$ cat config.mk
export PLATFORM = sky130hd
export DESIGN_NAME = qpp_pipeline
export DESIGN_NICKNAME = d
export VERILOG_FILES = /design/src/hw/qpp_pkg.sv /design/src/hw/qpp_phase_gen.sv /design/src/hw/qpp_pipeline.sv
export VERILOG_INCLUDE_DIRS = /design/src /design/src/hw
export SDC_FILE = /design/constraint.sdc
export NUM_CORES = 1
export LEC_CHECK = 0
export ABC_CLOCK_PERIOD_IN_PS = 2500
export BUFFER_PORTS_ARGS = -buffer_cell sky130_fd_sc_hd__buf_2
export CORE_MARGIN = 1.5
export CORE_UTILIZATION = 50
export CTS_BUF_LIST = sky130_fd_sc_hd__clkbuf_2 sky130_fd_sc_hd__clkbuf_4 sky130_fd_sc_hd__clkbuf_8
export DETAILED_ROUTE_END_ITERATION = 12
export PLACE_DENSITY = 0.66
export SETUP_SLACK_MARGIN = 0.4
export SYNTH_ARGS = -nofsm -noshare
export SYNTH_HDL_FRONTEND = slang
export SYNTH_SLANG_ARGS = --single-unit
$ cat constraint.sdc
create_clock -name core_clk -period 2.5 [get_ports core_clk]
set_input_delay 0.5 -clock core_clk [delete_from_list [all_inputs] [get_ports core_clk]]
set_output_delay 0.5 -clock core_clk [all_outputs]
set_load 0.01 [all_outputs]
$ cat src/hw/qpp_map.svh
// Offsets, widths and timing constants of the quad-phase pipeline timing block
`ifndef QPP_MAP_SVH
`define QPP_MAP_SVH
`define QPP_PC_W          13
`define QPP_IMPL_AW       10
`define QPP_INSN_W        14
`define QPP_DATA_W        8
`define QPP_DADDR_W       7
`define QPP_NV_AW         6
`define QPP_NV_DEPTH      64
`define QPP_RESET_VECTOR  13'h0000
`define QPP_IRQ_VECTOR    13'h0004
`define QPP_OSC_DIV       4
`endif

$ cat src/hw/qpp_pkg.sv
// Types shared by the quad-phase pipeline timing block
package qpp_pkg;
    typedef enum logic [1:0] {
        QPP_PH_ONE,
        QPP_PH_TWO,
        QPP_PH_THREE,
        QPP_PH_FOUR
    } qpp_phase_t;
endpackage : qpp_pkg

$ cat src/hw/qpp_phase_gen.sv
// Four-phase generator dividing its oscillator step input by four
`timescale 1ns/1ps
`default_nettype none
module qpp_phase_gen (
    input  wire logic                  core_clk,
    input  wire logic                  hold,
    input  wire logic                  step,
    output var qpp_pkg::qpp_phase_t    phase_q
);
    qpp_pkg::qpp_phase_t phase_next;
    qpp_pkg::qpp_phase_t phase_d;

    // Phases follow in fixed order one to four
    always_comb begin
        unique case (phase_q)
            qpp_pkg::QPP_PH_ONE:   phase_next = qpp_pkg::QPP_PH_TWO;   // RQ1
            qpp_pkg::QPP_PH_TWO:   phase_next = qpp_pkg::QPP_PH_THREE;
            qpp_pkg::QPP_PH_THREE: phase_next = qpp_pkg::QPP_PH_FOUR;
            qpp_pkg::QPP_PH_FOUR:  phase_next = qpp_pkg::QPP_PH_ONE;
        endcase
    end

    // Move on only at an oscillator step; parked in phase four while held
    assign phase_d = hold ? qpp_pkg::QPP_PH_FOUR : (step ? phase_next : phase_q); // RQ14

    // Phase register
    always_ff @(posedge core_clk) begin
        phase_q <= phase_d;
    end
endmodule : qpp_phase_gen
`default_nettype wire

$ cat src/hw/qpp_pipeline.sv
// Quad-phase timing generator and two-stage fetch/execute sequencer
// What this block does
// [RQ1] Divide the oscillator by four into phases one to four in fixed order.
// [RQ2] Increment the program counter once per instruction cycle, in phase one.
// [RQ3] Read program memory in the fetch cycle, capture the word in phase four.
// [RQ4] Load instruction register in phase one, decode and execute in phases two to four.
// [RQ5] Read data memory in phase two, write destination in phase four.
// [RQ6] Overlap next fetch with current execution; plain instructions take one cycle.
// [RQ7] Program counter changes cost two cycles; fetched word discarded, target refetched.
// [RQ8] In RC mode drive the oscillator output pin at one quarter rate.
// [RQ9] Low master clear holds reset for as long as it stays low.
// [RQ10] Program and data memories have separate buses usable in one cycle.
// [RQ11] Sixty-four bytes of nonvolatile storage reached only through a six-bit pointer.
// [RQ12] Fetch starts at address zero after reset; interrupts vector to four.
// [RQ13] Only the lowest 1K words exist; higher addresses wrap.
// [RQ14] Reset holds phases and pipeline idle; release starts at phase one fetch.
// [RQ15] First cycle after reset fetches only and executes nothing.
`timescale 1ns/1ps
`default_nettype none
`include "qpp_map.svh"
module qpp_pipeline #(
    parameter int PC_W   = `QPP_PC_W,
    parameter int IMPL_W = `QPP_IMPL_AW
) (
    input  wire logic                       core_clk,
    input  wire logic                       rst,
    input  wire logic                       osc_input_pin,
    input  wire logic                       master_clear_n,
    input  wire logic                       rc_mode,
    output logic                            osc_output_pin,
    output logic                            phase_one,
    output logic                            phase_two,
    output logic                            phase_three,
    output logic                            phase_four,
    output logic [IMPL_W-1:0]               pmem_addr,
    input  wire logic [`QPP_INSN_W-1:0]     pmem_rdata,
    output logic [`QPP_INSN_W-1:0]          insn_q,
    output logic                            insn_valid,
    input  wire logic                       exec_branch,
    input  wire logic [PC_W-1:0]            exec_target,
    input  wire logic                       irq_req,
    output logic                            irq_ack,
    output logic                            dmem_rd,
    output logic                            dmem_wr,
    input  wire logic                       nv_we,
    input  wire logic [`QPP_NV_AW-1:0]      nv_ptr,
    input  wire logic [`QPP_DATA_W-1:0]     nv_wdata,
    output logic [`QPP_DATA_W-1:0]          nv_rdata
);
    initial begin
        if (PC_W < IMPL_W || IMPL_W < 3) begin
            $error("qpp_pipeline: PC_W must cover IMPL_W and IMPL_W >= 3");
        end
    end

    // Synchronisers for the oscillator and master clear pins.
    // Both pins are asynchronous to core_clk, so nothing but the second stage
    // is read by logic. The price is latency: an oscillator rise is seen
    // about three core_clk edges late, and a master clear level likewise.
    // The oscillator must therefore stay at least four core_clk in each level,
    // otherwise an edge could be lost between the two stages and the phase
    // count would slip by one against the pin.
    logic [1:0] osc_sync_q;
    logic [1:0] master_clear_n_sync_q;
    logic       osc_prev_q;
    always_ff @(posedge core_clk) begin
        osc_sync_q  <= {osc_sync_q[0], osc_input_pin};
        master_clear_n_sync_q <= {master_clear_n_sync_q[0], master_clear_n};
        osc_prev_q  <= osc_sync_q[1];
    end

    // Reset held by the core reset or a low master clear
    wire hold_rst = rst | ~master_clear_n_sync_q[1]; // RQ9
    wire osc_rise = osc_sync_q[1] & ~osc_prev_q;

    // Phase generator steps on each oscillator rising edge
    qpp_pkg::qpp_phase_t phase_q;
    qpp_phase_gen u_phase (
        .core_clk (core_clk),
        .hold     (hold_rst),
        .step     (osc_rise),
        .phase_q  (phase_q)
    );

    // A phase step happens at the edge that sees a synchronised oscillator rise.
    // The generator moves on at that same edge, so hot_now is the phase that is
    // ending and hot_after the one that the registered strobes show next.
    wire ph_step = osc_rise & ~hold_rst; // RQ14

    // One-hot view of a phase, shared by the entry decodes and the strobes
    function automatic logic [3:0] phase_hot(input qpp_pkg::qpp_phase_t ph);
        phase_hot = 4'h1 << ph;
    endfunction

    // Phase decodes: which phase ends, which one is entered at this edge
    wire logic [3:0] hot_now   = phase_hot(phase_q);
    wire logic [3:0] hot_after = ph_step ? {hot_now[2:0], hot_now[3]} : hot_now; // RQ1
    wire             is_p4     = hot_now[3];
    wire             ent_p1    = ph_step & hot_now[3];
    wire             ent_p2    = ph_step & hot_now[0];
    wire             ent_p4    = ph_step & hot_now[2];

    // Timing of one instruction word through the two stages:
    //   fetch cycle, phase one   : program counter steps to the word's address
    //   fetch cycle, phase four  : the word on pmem_rdata is captured
    //   exec cycle, phase one    : the word moves into insn_q
    //   exec cycle, phase two    : operand read strobe
    //   exec cycle, phase four   : destination write strobe
    // The fetch of the next word runs in the same cycle as this execute.
    // pmem_addr is registered, so it follows the counter one core_clk late;
    // with at least eight core_clk per phase the memory still has most of
    // phases one to three to answer before the capture in phase four.
    // A redirect is decided at the edge that leaves phase four: the word that
    // was prefetched meanwhile is loaded but marked not to execute, and the
    // fetch from the new target runs in the next cycle.

    // Pipeline state
    logic [PC_W-1:0]        pc_q;
    logic [`QPP_INSN_W-1:0] fetch_q;
    logic                   fetch_ok_q;
    logic                   exec_ok_q;
    logic                   started_q;

    // Wrap onto implemented program range
    function automatic logic [IMPL_W-1:0] wrap_addr(input logic [PC_W-1:0] a);
        wrap_addr = a[IMPL_W-1:0]; // RQ13
    endfunction

    wire take_branch = exec_ok_q & is_p4 & ph_step & exec_branch;
    wire take_irq    = is_p4 & ph_step & irq_req & ~take_branch;
    // Either redirect discards the word loaded at this same edge
    wire redirect    = take_branch | take_irq; // RQ7

    // Program counter: reset vector, increments each phase one except the first after reset, redirects in phase four
    always_ff @(posedge core_clk) begin
        if (hold_rst) begin
            pc_q      <= `QPP_RESET_VECTOR; // RQ12
            started_q <= 1'b0;
        end else if (take_branch) begin
            pc_q <= exec_target; // RQ7
        end else if (take_irq) begin
            pc_q <= `QPP_IRQ_VECTOR; // RQ12
        end else if (ent_p1 & started_q) begin
            pc_q <= pc_q + 1'b1; // RQ2
        end else if (ent_p1) begin
            started_q <= 1'b1;
        end
    end

    // Fetch latch in phase four, instruction register load in phase one
    always_ff @(posedge core_clk) begin
        if (hold_rst) begin
            fetch_q    <= '0;
            fetch_ok_q <= 1'b0;
            insn_q     <= '0;
            exec_ok_q  <= 1'b0; // RQ15
        end else begin
            if (ent_p4) begin
                fetch_q    <= pmem_rdata; // RQ3
                fetch_ok_q <= started_q;
            end
            if (ent_p1) begin
                insn_q    <= fetch_q; // RQ4
                exec_ok_q <= fetch_ok_q & ~redirect; // RQ6
            end
        end
    end

    // Nonvolatile bytes reached only through the pointer
    logic [`QPP_DATA_W-1:0] nv_mem [`QPP_NV_DEPTH];
    always_ff @(posedge core_clk) begin
        if (nv_we) begin
            nv_mem[nv_ptr] <= nv_wdata; // RQ11
        end
        nv_rdata <= nv_mem[nv_ptr];
    end

    // Quarter-rate clock output: high during phases one and two
    wire clkout_d = rc_mode & (hot_after[0] | hot_after[1]);

    // Registered outputs; data strobes from the execute slot on a separate bus
    always_ff @(posedge core_clk) begin
        if (hold_rst) begin
            osc_output_pin <= 1'b0;
            phase_one      <= 1'b0;
            phase_two      <= 1'b0;
            phase_three    <= 1'b0;
            phase_four     <= 1'b0;
            pmem_addr      <= '0;
            insn_valid     <= 1'b0;
            dmem_rd        <= 1'b0;
            dmem_wr        <= 1'b0;
            irq_ack        <= 1'b0;
        end else begin
            osc_output_pin <= clkout_d; // RQ8
            phase_one      <= hot_after[0]; // RQ1
            phase_two      <= hot_after[1];
            phase_three    <= hot_after[2];
            phase_four     <= hot_after[3];
            pmem_addr      <= wrap_addr(pc_q); // RQ10
            insn_valid     <= exec_ok_q;
            dmem_rd        <= exec_ok_q & ent_p2; // RQ5
            dmem_wr        <= exec_ok_q & ent_p4; // RQ5
            irq_ack        <= take_irq;
        end
    end
endmodule : qpp_pipeline
`default_nettype wire

Yosys cells after proc, flatten, opt, wreduce, memory -nomap -nowiden
Memory sizes are Yosys's and may differ from the RTL's. A register that Yosys moved wholly into a read port is not among the register bits.
Cells that the tools add are included.

cells by class
  add/sub/neg operators = 1
  bitwise operators = 25
  shift operators = 1
  reduce and logical (&&, ||, !) cells = 3
  muxes and demuxes = 7
  equality and inequality tests = 3

operator list
  kind                                             count
  2-to-1 mux 13 bit                                3
  bitwise AND 1 bit                                15
  adder 13 x 1 -> 13 bit, second input constant    1
  case mux 2 bit (4 select lines)                  1
  NOT 1 bit                                        7
  == test 2 bit, second input constant             2
  2-to-1 mux 4 bit                                 1
  AND reduction 4 bit                              1
  << shifter 1 x 2 -> 4 bit, first input constant  1
  OR 1 bit                                         3
  nonzero test 3 bit                               1
  == test 2 x 1 -> 1 bit, second input constant    1
  logical NOT 2 bit                                1
  2-to-1 mux 1 bit                                 2

storage, ports and cells
  register bits = 70
  input port bits = 49
  memories = 1
  output and inout port bits = 41
  logic and storage cells = 61
  bits in writable memories = 512

memories
  name    depth  width  rd ports  clocked after memory_dff  write ports  line                 source
  nv_mem  64     8      1         1                         1            qpp_pipeline.sv:170  logic [`QPP_DATA_W-1:0] nv_mem [`QPP_NV_DEPTH];

Logic depth before layout (Yosys ltp)
  word-level depth = 11
  depth in mapped cells = 10

Modules after synthesis
From an unflattened synthesis, not the netlist that was laid out.

unflattened totals
  cell total of the unflattened synthesis = 1340
  area total of the unflattened synthesis = 22776.8 µm²

modules (own cells, without submodules)
  module         instances  cells each  sequential area each (µm²)  area an instance (µm²)
  qpp_pipeline   1          1328        16836.1                     22668.0
  qpp_phase_gen  1          12          40.0                        108.9

Least setup slack after synthesis
OpenSTA, ideal clock, no wires.

  kind = input to register
  start point = in nv_ptr[1]
  end point = mem nv_mem[14][0] in the netlist's numbering, enable pin
  arrival time = 2.107 ns
  stages on the path = 7
  buffers on the path = 4
  setup slack = 0.022 ns
  setup time = 0.370 ns
  path through = buf_4 > nor2b_1 > buf_2 > buf_2 > buf_1 > nand3_1 > nor2_1

RTL lines
  element             line                 source
  start: declaration  qpp_pipeline.sv:46   input wire logic [`QPP_NV_AW-1:0] nv_ptr,
  end: declaration    qpp_pipeline.sv:170

Straight into the memory's write port.

==> impl_results.md <==
- Outcome: finished clean
- Sequential area share after synthesis: 0.746
- Initial antenna violation count: 0
- Psw: approximately 4.5 mW
- Cell mode on critical path: buf_4
- Post-Place Cells: approximately 2,100
- Drt drc: 0
- Final Util: 0.638
- Hold Crit Class: in -> reg
- Fin worst setup slack: roughly 0.43 ns
- Synthesis Warnings: 0
- Worst skew pair latency: 0.67 ns
- Routed Antenna Nets: 0
- CP peak stage delay: ~0.54 ns
- Setup TNS: 0 ns
- Core Area: 44,400 µm²
- Yosys reg bits: ~590
- NumNets Final: ~1,700
- Crit path arrival time: around 2.6 ns
- P&R area growth vs syn: 25.2%
- P_int: approximately 16 mW
- Buf+Inv Stages, Crit Path: 4
- Number of diodes: 0
- Dpl cell area: 26,300 µm²
- Slew Limit Headroom: 0.496
- Min cycle time layout: 2.07 ns
- Hpwl dp: about 38,000 µm
- Ports: 90
- CP startpoint kind: input port
- Total GRT Usage: 0.251
- CTS tree: yes
- Root Buffer: clkbuf_8
- Max-Cap Viols: 0
- Number of DRC markers in iteration 0: 1,279
- Slew Viols, Final: 0
- Placer Congestion: approximately 0.91
- Clock power share: 0.407
- Slowest CP cell: mux4_2
- Fraction of registers with async set/reset: 0
- Avg Vias per Cell: about 5.8
- Synth Instances: about 1,300
- Hold Violations, Final: 0
- Setup bufs post-CTS: 0
- Die width: 216 µm
- Die footprint: between 40,000 and 50,000 µm²
- Fin Clk Skew: approximately 0.037 ns
- Critical-path maximum fanout: 19
- VDD IR max: 0.000402 V
- Reg power frac: 0.528
- WL/cell: 24.8 µm
- Power per cell area: around 720 nW/µm²
- First-pass DRT Iterations: 7
- Vias in the first global route: roughly 14,000
- Register clock-pin slew on the reported worst setup and hold paths: ~0.060 ns
- First-pass GRT wire length: 85,400 µm
- Worst Max-Slew Pin Slew: about 0.76 ns
- Setup-failing EPs final: 0
- RSZ-0062 raised after global routing: no
- Cts bufs inserted: 93
- Max Freq: roughly 480 MHz
- Post-synth EDFFs: roughly 500
- Avg Cell Area, Syn: approximately 17 µm²
- Layout Cell Area excl Fill: approximately 28,000 µm²
- Crit path capture type: flop
- Switching Fraction: 0.221
- Worst EP required: between 3 and 4 ns
- Combinational Power Share: 0.065
- WL final: 57,500 µm
- LEAKAGE: just under 10 nW
- Clock sinks: around 590
- Syn nets: ~1,400
- Top_reg_cell synth: edfxtp_1
- Largest net degree at the start of global routing: 65
- Share of post-route cells with drive strength above 1: 0.344
- Crit share post-route: 0.827
- GR Overflow Total: 0
- FP Rows: 77
- Die height: roughly 220 µm
- Non-filler instance count after layout: 2,323
- Crit Path Class: in -> reg
- H-tree levels: 3
- IO buf count: 86
- Dpl ws: -0.226 ns
- Top delay family on crit path: buffers and inverters
- Initial Utilization: 0.510
- Via Count: between 10,000 and 15,000
- Clock Tree Buf Depth: 3
- Mapped cell area: ~23,000 µm²
- Cell chain of the critical path: buf_4, buf_12, mux4_2, mux2i_1, buf_4, o22ai_1, nor3_1, buf_4, nand4_1
- Synth cell types: 52
-- cells in the final DEF, fill, tap and decap left out, types with 11 or more instances in the layout --
cell type | synthesis | final
mux2_2 | 14 | 14
mux2i_1 | 72 | 72
nand3_1 | 53 | 49
dfxtp_1 | 75 | 75
clkinv_2 | 0 | 12
a21oi_1 | 26 | 25
nor2_1 | 94 | 30
and2_1 | 14 | 14
o21ai_0 | 22 | 21
clkbuf_8 | 0 | 102
mux4_2 | 68 | 68
nor2_4 | 0 | 65
edfxtp_1 | 512 | 512
clkbuf_4 | 0 | 36
a22oi_1 | 45 | 45
nand2_1 | 105 | 101
a221oi_1 | 29 | 27
o22ai_1 | 12 | 12
buf_4 | 7 | 129
clkinv_1 | 0 | 15
buf_12 | 0 | 63
dlygate4sd3_1 | 0 | 16
o211ai_1 | 11 | 11
buf_2 | 35 | 83
-- tightest hold or removal path, delay by kind of cell --
family                 cells  cell delay, ns
buffers and inverters      1            0.07
AND/OR/NAND/NOR            2            0.10
-- cells by family (layout without fill, tap and decap cells) --
| logic type | count (synthesis) | count (layout) | share of synthesized area |
|---|---|---|---|
| AO/OA/AOI/OAI | 182 | 182 | 0.0568 |
| XOR/XNOR | 7 | 7 | 0.00271 |
| adder cells (fa/ha/maj) | 5 | 5 | 0.00276 |
| buffers and inverters | 86 | 471 | 0.0187 |
| flip-flops | 587 | 587 | 0.746 |
| multiplexers | 163 | 163 | 0.111 |
| AND/OR/NAND/NOR | 316 | 316 | 0.0625 |
-- cells in the mapped netlist, types with 2 or more instances --
| library cell | count | share of area |
|---|---|---|
| buf_4 | 7 | 0.0023 |
| o211ai_1 | 11 | 0.0036 |
| mux4_2 | 68 | 0.068 |
| o2bb2ai_1 | 2 | 0.00077 |
| a21oi_1 | 26 | 0.0057 |
| a221oi_1 | 29 | 0.011 |
| xnor2_1 | 5 | 0.0019 |
| o21ai_0 | 22 | 0.0049 |
| xor2_1 | 2 | 0.00077 |
| nor3b_1 | 2 | 0.00066 |
| nand3b_1 | 3 | 0.00099 |
| and3_1 | 9 | 0.0025 |
| o21ai_1 | 2 | 0.00044 |
| a221o_1 | 3 | 0.0013 |
| nor2_1 | 94 | 0.016 |
| nand2b_1 | 6 | 0.0017 |
| dfxtp_1 | 75 | 0.066 |
| buf_2 | 35 | 0.0077 |
| nand3_1 | 53 | 0.012 |
| inv_1 | 6 | 0.00099 |
| a22oi_1 | 45 | 0.015 |
| ha_1 | 5 | 0.0028 |
| a211oi_1 | 5 | 0.0017 |
| o2111ai_1 | 2 | 0.00077 |
| edfxtp_1 | 512 | 0.68 |
| nor3_1 | 5 | 0.0011 |
| buf_1 | 4 | 0.00066 |
| nand2_1 | 105 | 0.017 |
| a22o_1 | 7 | 0.0027 |
| or4_1 | 2 | 0.00066 |
| or3_1 | 3 | 0.00083 |
| a32oi_1 | 3 | 0.0012 |
| mux2_2 | 14 | 0.0070 |
| clkbuf_1 | 29 | 0.0048 |
| a31oi_1 | 7 | 0.0019 |
| mux2i_1 | 72 | 0.032 |
| nand4_1 | 4 | 0.0011 |
| o22ai_1 | 12 | 0.0033 |
| buf_6 | 4 | 0.0020 |
| nor2b_1 | 13 | 0.0036 |
| and2_1 | 14 | 0.0039 |
| mux2_1 | 9 | 0.0045 |
-- sequential cells by signal, indices dropped and copies added, names as in the netlist, 2 cells and up --
register,count
insn_q,14
nv_rdata,8
nv_mem,512
osc_sync_q,2
pc_q,10
fetch_q,14
pmem_addr,10
master_clear_n_sync_q,2
u_phase.phase_q,2
-- worst paths after layout --
path | endpoint | cells after the start | slack (ns) | startpoint
hold reg to reg | osc_sync_q[1]$_DFF_P_ | 0 | 0.32 | osc_sync_q[0]$_DFF_P_
hold / removal | fetch_q[9]$_SDFFE_PP0P_ | 3 | 0.06 | pmem_rdata[9]
setup reg to reg | nv_rdata[1]$_DFF_P_ | 6 | 0.46 | nv_mem[59][1]$_DFFE_PP_
setup / recovery | nv_rdata[2]$_DFF_P_ | 9 | 0.43 | nv_ptr[1]
-- through the flow --
stage	hold WS (ns)	power, mW
finish	0.0621	20.4
global route	0.0478	21.0
CTS	0.00656	20.5
detailed placement	0.312	12.3
global placement	0.313	12.2
floorplan	0.310	11.6
-- power groups by stage --
stage | sequential, mW | combinational (mW) | clock (mW)
floorplan | 11.0 | 0.618 | 0
global placement | 11.0 | 1.28 | 0
detailed placement | 11.0 | 1.29 | 0
CTS | 10.8 | 1.32 | 8.42
global route | 10.8 | 1.40 | 8.83
finish | 10.8 | 1.32 | 8.29
-- final cells by class --
type,instances,area (µm²)
multi-input combinational,673,5970
fill,3130,16100
tap,592,741
sequential,587,16900
clock inverter,33,233
clock buffer,138,1670
inverter,7,26.3
timing repair buffer,293,2830
-- metal layers --
layer	vias up	part of all wire	track usage
met2	631	0.48	0.396
met1	6861	0.41	0.343
met3	92	0.090	0.0620
met5	-	0	0
li1	5966	-	-
met4	0	0.025	0.0881
-- repair_timing --
item	in CTS	in global routing
hold endpoints to repair	16	0
resized for setup	1	4
hold buffers	16	0
setup endpoints to repair	1	4
Note: power is estimated with default switching activity, not from simulation.
